[src/verilog/fmoam_pkg.sv]
// package for the fiber converter oam pin control block
// assumes apb at 32 bits, one aligned word per register
package fmoam_pkg;
    localparam logic [7:0]  ADDR_LOOP_CTRL = 8'h2c;   // word index 0x0b
    localparam logic [7:0]  ADDR_MGMT0     = 8'h00;
    localparam logic [7:0]  ADDR_PORT18    = 8'h48;
    localparam logic [7:0]  ADDR_PORT28    = 8'h70;
    localparam logic [7:0]  ADDR_STATUS    = 8'h80;
    localparam logic [7:0]  ADDR_REPORT    = 8'h84;
    localparam int          LOOP_LO        = 2;
    localparam int          LOOP_HI        = 3;
    localparam int          MGMT_SPEED     = 13;
    localparam int          MGMT_AN        = 12;
    localparam int          MGMT_DPX       = 8;
    localparam int          P28_AN         = 7;
    localparam int          P28_SPEED      = 6;
    localparam int          P28_DPX        = 5;
    localparam int          P18_FFC        = 4;
    localparam int          RPT_PWR        = 0;
    localparam int          RPT_DIAG       = 3;
    localparam logic [1:0]  LOOP_FROM_STRAP = 2'h0;
    localparam logic [1:0]  LOOP_PHY1       = 2'h1;
    localparam logic [1:0]  LOOP_MAC2       = 2'h2;
    localparam int          FIFO_W          = 10;
    localparam int          FIFO_D          = 8;
    localparam logic [15:0] REPORT_CODE     = 16'h0001; // arbitrary
endpackage : fmoam_pkg

[src/verilog/fmoam_stream_if.sv]
// stream carrier between loopback filter and fifo
// assumes one clock shared by both ends
`timescale 1ns/100ps
interface fmoam_stream_if #(parameter int W = 10);
    logic         valid;
    logic         ready;
    logic [W-1:0] data;
    modport src  (output valid, output data, input ready);
    modport sink (input valid, input data, output ready);
endinterface : fmoam_stream_if

[src/verilog/fmoam_fifo.sv]
// fifo in the loopback data path
// assumes synchronous active-low reset on core_clk
`timescale 1ns/100ps
module fmoam_fifo #(
    parameter int W = 10,
    parameter int D = 8
) (
    input  wire logic core_clk,
    input  wire logic resetn,
    fmoam_stream_if.sink in_s,
    output logic [W-1:0] out_data,
    output logic         out_valid,
    input  wire logic    out_ready
);
    localparam int AW = $clog2(D);
    typedef struct packed {
        logic [AW-1:0] wp;
        logic [AW-1:0] rp;
        logic [AW:0]   cnt;
    } fmoam_fifo_state_t;
    fmoam_fifo_state_t st, next_st;
    logic [W-1:0] mem [D];
    logic push, pop;
    assign in_s.ready = (st.cnt != (AW+1)'(D));
    assign out_valid  = (st.cnt != '0);
    assign out_data   = mem[st.rp];
    assign push = in_s.valid && in_s.ready;
    assign pop  = out_valid && out_ready;
    always_comb begin
        next_st = st;
        if (push) next_st.wp = (st.wp == AW'(D-1)) ? '0 : st.wp + 1'b1;
        if (pop)  next_st.rp = (st.rp == AW'(D-1)) ? '0 : st.rp + 1'b1;
        next_st.cnt = st.cnt + (AW+1)'(push) - (AW+1)'(pop);
    end
    always_ff @(posedge core_clk) begin
        if (!resetn) st <= '0;
        else st <= next_st;
        if (push) mem[st.wp] <= in_s.data;
    end
endmodule : fmoam_fifo

[src/verilog/fmoam_top.sv]
// pin control, strap capture, report triggers and loopback filter
// assumes all inputs synchronous to core_clk, apb slave with zero wait
`timescale 1ns/100ps
module fmoam_top (
    input  wire logic        core_clk,
    input  wire logic        resetn,
    input  wire logic        psel,
    input  wire logic        penable,
    input  wire logic        pwrite,
    input  wire logic [7:0]  paddr,
    input  wire logic [31:0] pwdata,
    output logic [31:0]      prdata,
    output logic             pready,
    output logic             pslverr,
    input  wire logic        power_down_detect_n,
    input  wire logic        diagnostic_fail_in,
    input  wire logic        far_end_fault,
    input  wire logic        partner_port_down,
    input  wire logic        loopback_active,
    input  wire logic        loopback_error_filter_sel,
    input  wire logic        loopback_point_sel,
    input  wire logic        missing_link_enable,
    input  wire logic        port1_autoneg_strap,
    input  wire logic        port1_speed_strap,
    input  wire logic        port1_duplex_strap,
    input  wire logic        port1_forced_flow_strap,
    output logic             port1_fault_status_n,
    output logic             report_valid,
    input  wire logic        report_ready,
    output logic [15:0]      report_status,
    input  wire logic        rx_valid,
    input  wire logic [7:0]  rx_data,
    input  wire logic        rx_last,
    input  wire logic        rx_is_oam,
    input  wire logic        rx_bad,
    output logic             rx_ready,
    output logic             tx_valid,
    output logic [7:0]       tx_data,
    output logic             tx_last,
    input  wire logic        tx_ready,
    input  wire logic        port1_rx_neg,
    output logic             port1_tx_neg,
    output logic             loop_at_phy1,
    output logic             missing_link_on,
    output logic             port1_autoneg_off,
    output logic             port1_speed_100,
    output logic             port1_full_duplex,
    output logic             port1_forced_flow
);
    typedef struct packed {
        logic        started;
        logic        s_filt;
        logic        s_point;
        logic        s_ml;
        logic        s_an;
        logic        s_spd;
        logic        s_dpx;
        logic        s_ffc;
        logic        pdd_q;
        logic        diag_q;
        logic        pend_pwr;
        logic        pend_diag;
        logic        rpt_valid;
        logic [15:0] rpt;
        logic [1:0]  loop_ctrl;
        logic [31:0] mgmt0;
        logic [31:0] port18;
        logic [31:0] port28;
        logic        fault_n;
        logic        in_frame;
        logic        drop;
        logic [31:0] rdata;
        logic        tx_bit;
    } fmoam_state_t;
    fmoam_state_t st, next_st;
    fmoam_stream_if #(.W(fmoam_pkg::FIFO_W)) lb_s ();
    logic [fmoam_pkg::FIFO_W-1:0] fifo_out;
    logic wr, rd, pdd_fall, diag_chg, keep;
    assign wr = psel && penable && pwrite;
    assign rd = psel && !penable && !pwrite;
    assign pdd_fall = st.started && st.pdd_q && !power_down_detect_n;
    assign diag_chg = st.started && (st.diag_q != diagnostic_fail_in);
    assign keep = !rx_is_oam && !(st.s_filt && rx_bad);
    assign lb_s.valid = rx_valid && keep;
    assign lb_s.data  = {1'b0, rx_last, rx_data};
    assign rx_ready   = lb_s.ready;
    always_comb begin
        next_st = st;
        next_st.started = 1'b1;
        if (!st.started) begin
            next_st.s_filt  = loopback_error_filter_sel;
            next_st.s_point = loopback_point_sel;
            next_st.s_ml    = missing_link_enable;
            next_st.s_an    = port1_autoneg_strap;
            next_st.s_spd   = port1_speed_strap;
            next_st.s_dpx   = port1_duplex_strap;
            next_st.s_ffc   = port1_forced_flow_strap;
        end
        next_st.pdd_q  = power_down_detect_n;
        next_st.diag_q = diagnostic_fail_in;
        if (st.rpt_valid && report_ready) next_st.rpt_valid = 1'b0;
        if (!next_st.rpt_valid && (st.pend_pwr || st.pend_diag)) begin
            next_st.rpt_valid = 1'b1;
            next_st.rpt = '0;
            next_st.rpt[fmoam_pkg::RPT_PWR]  = !st.pdd_q;
            next_st.rpt[fmoam_pkg::RPT_DIAG] = st.diag_q;
            next_st.pend_pwr  = 1'b0;
            next_st.pend_diag = 1'b0;
        end
        if (pdd_fall) next_st.pend_pwr = 1'b1;
        if (diag_chg) next_st.pend_diag = 1'b1;
        next_st.fault_n = !(far_end_fault || partner_port_down || loopback_active);
        if (wr) begin
            unique case (paddr)
                fmoam_pkg::ADDR_LOOP_CTRL:
                    next_st.loop_ctrl = pwdata[fmoam_pkg::LOOP_HI:fmoam_pkg::LOOP_LO];
                fmoam_pkg::ADDR_MGMT0:  next_st.mgmt0  = pwdata;
                fmoam_pkg::ADDR_PORT18: next_st.port18 = pwdata;
                fmoam_pkg::ADDR_PORT28: next_st.port28 = pwdata;
                default: ;
            endcase
        end
        if (rd) begin
            unique case (paddr)
                fmoam_pkg::ADDR_LOOP_CTRL:
                    next_st.rdata = {28'h0, st.loop_ctrl, 2'h0};
                fmoam_pkg::ADDR_MGMT0:  next_st.rdata = st.mgmt0;
                fmoam_pkg::ADDR_PORT18: next_st.rdata = st.port18;
                fmoam_pkg::ADDR_PORT28: next_st.rdata = st.port28;
                fmoam_pkg::ADDR_STATUS:
                    next_st.rdata = {24'h0, st.s_ffc, st.s_dpx, st.s_spd, st.s_an,
                                     st.s_ml, st.s_point, st.s_filt,
                                     !st.fault_n};
                fmoam_pkg::ADDR_REPORT:
                    next_st.rdata = {fmoam_pkg::REPORT_CODE, st.rpt};
                default: next_st.rdata = '0;
            endcase
        end
        next_st.tx_bit = port1_rx_neg;
        if (lb_s.valid && lb_s.ready) next_st.in_frame = !rx_last;
    end
    always_ff @(posedge core_clk) begin
        if (!resetn) begin
            st <= '0;
            st.pdd_q   <= 1'b1;
            st.fault_n <= 1'b1;
        end else begin
            st <= next_st;
        end
    end
    fmoam_fifo #(.W(fmoam_pkg::FIFO_W), .D(fmoam_pkg::FIFO_D)) u_fifo (
        .core_clk  (core_clk),
        .resetn    (resetn),
        .in_s      (lb_s),
        .out_data  (fifo_out),
        .out_valid (tx_valid),
        .out_ready (tx_ready)
    );
    assign tx_data  = fifo_out[7:0];
    assign tx_last  = fifo_out[8];
    assign prdata   = st.rdata;
    assign pready   = 1'b1;
    assign pslverr  = 1'b0;
    assign port1_fault_status_n = st.fault_n;
    assign report_valid  = st.rpt_valid;
    assign report_status = st.rpt;
    assign port1_tx_neg  = st.tx_bit;
    assign loop_at_phy1 = (st.loop_ctrl == fmoam_pkg::LOOP_PHY1) ? 1'b1 :
                          (st.loop_ctrl == fmoam_pkg::LOOP_MAC2) ? 1'b0 : st.s_point;
    assign missing_link_on   = st.s_ml;
    assign port1_autoneg_off = st.s_an || st.mgmt0[fmoam_pkg::MGMT_AN]
                             || st.port28[fmoam_pkg::P28_AN];
    assign port1_speed_100   = st.s_spd || st.mgmt0[fmoam_pkg::MGMT_SPEED]
                             || st.port28[fmoam_pkg::P28_SPEED];
    assign port1_full_duplex = st.s_dpx || st.mgmt0[fmoam_pkg::MGMT_DPX]
                             || st.port28[fmoam_pkg::P28_DPX];
    assign port1_forced_flow = (st.s_ffc || st.port18[fmoam_pkg::P18_FFC])
                             && port1_full_duplex;
endmodule : fmoam_top

[config.mk]
export PLATFORM = sky130hd
export DESIGN_NAME = fmoam_top
export DESIGN_NICKNAME = d
export VERILOG_FILES = /design/src/verilog/fmoam_pkg.sv /design/src/verilog/fmoam_stream_if.sv /design/src/verilog/fmoam_fifo.sv /design/src/verilog/fmoam_top.sv
export SDC_FILE = /design/constraint.sdc
export NUM_CORES = 1
export LEC_CHECK = 0
export BUFFER_PORTS_ARGS = -buffer_cell sky130_fd_sc_hd__buf_4
export CORE_MARGIN = 2
export CORE_UTILIZATION = 60
export CTS_CLUSTER_DIAMETER = 60
export DETAILED_ROUTE_END_ITERATION = 6
export HOLD_SLACK_MARGIN = 0.15
export PLACE_DENSITY = 0.79
export SKIP_LAST_GASP = 1
export SYNTH_ARGS = -nofsm -noshare
export SYNTH_HDL_FRONTEND = slang
export SYNTH_SLANG_ARGS = --single-unit
[constraint.sdc]
create_clock -name core_clk -period 7.34 [get_ports core_clk]
set_input_delay 1.468 -clock core_clk [delete_from_list [all_inputs] [get_ports core_clk]]
set_output_delay 1.468 -clock core_clk [all_outputs]
set_load 0.03 [all_outputs]
==> summary.md <==
| Metric | Value |
|---|---|
| Status | finished clean |
| RR Endpoint | u_fifo.mem[7][8] |
| Clock-pin transition on the worst setup and hold timing paths | 0.06 ns |
| Final period utilization | 55.0% |
| Clock Skews | 0.0114 ns |
| Die Ht | 133 um |
| CTS max path bufs | 3 |
| Die area | 0.0176 mm2 |
| Final setup violation count | 0 |
| Row cnt | 47 |
| WL/cell | 17.7 um |
| Routed WL | 22.1 mm |
| Pleak | 4.10 nW |
| Clk sinks | 232 |
| Post-Syn Instances | 947 |
| Largest net degree at the start of global routing | 131 |
| Worst path max stage delay | 0.90 ns |
| Worst skew pair latency | 0.51 ns |
| Initial Utilization | 60.5% |
| Antenna viol nets, final | 0 |
| Final instance area | 0.0115 mm2 |
| Setup CP Type | in -> reg |
| FFs w/ async S/R, synth | 0% |
| Worst-Margin Slew | 1.08 ns |
| CTS tree | done |
| Crit start category | input port |
| Yosys warns | 0 |
| Slew headroom | 28.0% |
| Worst VDD drop | 187 uV |
| Fmax | 248 MHz |
| Gpl congestion | 0.845 |
| Root Driver | clkbuf_16 |
| CTS Buf Count | 24 |
| DP Wirelength | 13.9 mm |
| Reg2Reg Launch Point | u_fifo.st[2] |
| PortBufs | 125 |
| Synth cell types | 53 |
| WP buf/inv | 2 |
| IO Count | 142 |
| Crit-path max FO | 28 |
| Core Footprint | 0.0164 mm2 |
| Power per cell area | 263 mW/mm2 |
| Cells along the critical path | buf_4 > or4_4 > or3_1 > nor4_4 > buf_4 > nand2_1 > a21boi_2 |
| Final Max Tran Viols | 0 |
| Via count | 7044 |
| Vias in the first global route | 6692 |
| Hold-fix buffers, CTS | 0 |
| Initial antenna violation count | 0 |
| HP Class | reg -> reg |
| First-pass GRT wire length | 35.1 mm |
| Setup crit end kind | register |
| Prevailing post-synth register cell | dfxtp_1 |
| Pre-antenna DRT Iters | 4 |
| Multi-input logic area | 0.00394 mm2 |
| GRT Residual Overflow | 0 |
| Non-filler cells, final | 1250 |
| Top cell by count, worst path | buf_4 |
| Area grow syn2layout | 15.7% |
| Worst EP arrival | 4.48 ns |
| Residual DRC | 0 |
| R2R depth | 7 |
| Chip width | 133 um |
| CTS HTree Levels | 1 |
| Critical Path RT | 7.78 ns |
| Post-CTS sizing | 0 |
| Reg area | 0.00537 mm2 |
| GR Util All Layers | 24.6% |
| Filler Cell Count | 1236 |
| Ranking of synthesized cells by area | dfxtp_1, edfxtp_1, nand2_1, a21boi_0, mux4_2 |
| DP Area | 0.0107 mm2 |
| Hold path endpoint | st[125] |
| Area of the mapped netlist | 0.00993 mm2 |
| Worst Hold Launch | st[125] |
| Max-cap check violation count | 0 |
| # Post-CTS Setup Buffers | 0 |
| Slowest library cell on the worst path | nor4_4 |
| Synth Register Bits | 232 |
| Layout Nets | 1095 |
| Worst reg-to-reg setup slack | 5.00 ns |
| Tmin final | 4.04 ns |
| Setup TNS | 0 ns |
| Share of cells above drive strength 1 | 22.9% |
| Cell taking the most area after synthesis | dfxtp_1 |
| Register area share after synthesis | 54.0% |
| # diodes | 0 |
| Post-synth EDFFs | 72 |
| Vias per cell | 5.64 |
| Placed cells | 1206 |
| CP top delay family | simple AND/OR/NAND/NOR gates |
| Mapped Avg Cell Area | 10.5 um2 |
| Worst hold stages | 2 |
| Drt initial violations | 480 |
| Fin util | 70.0% |
| Critical Path Start | paddr[5] |
| Yosys top cell area share | 32.3% |
| RSZ-0062 raised after global routing | no |
| Hold Violations, Final | 0 |
[through the flow]
step | setup WS [ns] | hold slack (ns) | total power (W)
global placement | 2.84 | 0.440 | 0.00179
global route | 3.17 | 0.470 | 0.00313
CTS | 3.27 | 0.453 | 0.00304
finish | 3.30 | 0.452 | 0.00303
detailed placement | 2.80 | 0.445 | 0.00180
floorplan | 3.79 | 0.426 | 0.00168
[tightest hold or removal path, stage by stage, from the launching register on]
cell	delay, ns
dfxtp_1	0.31
nand2_1	0.05
a21boi_1	0.05
[cells in the final DEF (no fill, tap or decap), drive strengths merged, types with 3 or more instances in the layout]
cell / count
dfxtp: 160
a32oi: 4
xor2: 3
a221o: 3
a22oi: 31
mux4: 18
o21ai: 32
nand3: 5
buf: 139
conb: 16
nor3: 7
nand2: 239
nor4: 3
ha: 10
mux2: 10
a21oi: 4
and2: 10
mux2i: 10
edfxtp: 72
clkinv: 5
clkbuf: 37
nor2b: 14
nand2b: 5
a21boi: 102
nor2: 18
inv: 10
or3: 6
a22o: 30
[power by group]
| group | internal, W | switching (W) |
|---|---|---|
| Combinational | 0.000183 | 0.000217 |
| Sequential | 0.00135 | 0.0000242 |
| Clock | 0.000771 | 0.000479 |
| Total | 0.00231 | 0.000720 |
[routing by layer]
metal / global-route usage [%] / vias up / share of wire, % / routed length (um)
met5: 0 / - / 0 / 0
met4: 7.05 / 0 / 2.2 / 480
met3: 3.75 / 40 / 5.8 / 1290
met2: 43.0 / 223 / 50 / 11000
met1: 31.9 / 3409 / 42 / 9330
li1: - / 3372 / - / -
[worst max path at each step]
stage / depth (start not counted) / end
floorplan: 9 / st[101]
global placement: 7 / st[107]
detailed placement: 7 / st[106]
CTS: 7 / st[109]
global route: 7 / st[109]
finish: 7 / st[109]
[cells in the mapped netlist (5+ instances only)]
library cell  count
buf_4            50
nand2_1         229
o21ai_0          32
and2_1           10
inv_1            10
a22o_1           30
a22oi_1          31
nor2b_1          14
buf_6             6
nor3_1            7
buf_2             6
a21boi_2         10
a21boi_1         20
mux2i_1          10
nand2_2          10
nand3_1           5
mux2_2           10
edfxtp_1         72
clkbuf_1         49
or3_1             6
mux4_2           18
dfxtp_1         160
nand2b_1          5
a21boi_0         72
ha_1             10
nor2_1           18
[sequential cells by signal, summed over array words and instances (netlist names), named ones only]
signal / flops
st: 109
report_status: 2
prdata: 32
report_valid: 1
port1_fault_status_n: 1
missing_link_on: 1
u_fifo.mem: 72
port1_tx_neg: 1
u_fifo.st: 10
[cells by family after synthesis]
logic type	count (synthesis)	share of synthesized area (%)
AO/OA/AOI/OAI	217	16.5
XOR/XNOR	3	0.265
adder cells (fa/ha/maj)	11	1.46
buffers and inverters	124	7.11
flip-flops	232	54.0
multiplexers	38	6.22
other	2	0.0756
AND/OR/NAND/NOR	320	14.3
[area by class of cell]
class,count,share of cell area (%)
Multi-Input combinational cell,605,34.2
Clock buffer,37,6.53
Inverter,10,0.327
Timing Repair Buffer,139,9.08
Clock inverter,7,0.719
Sequential cell,232,46.7
Tap cell,220,2.40
No activity file was read; power rests on OpenSTA's default activity.
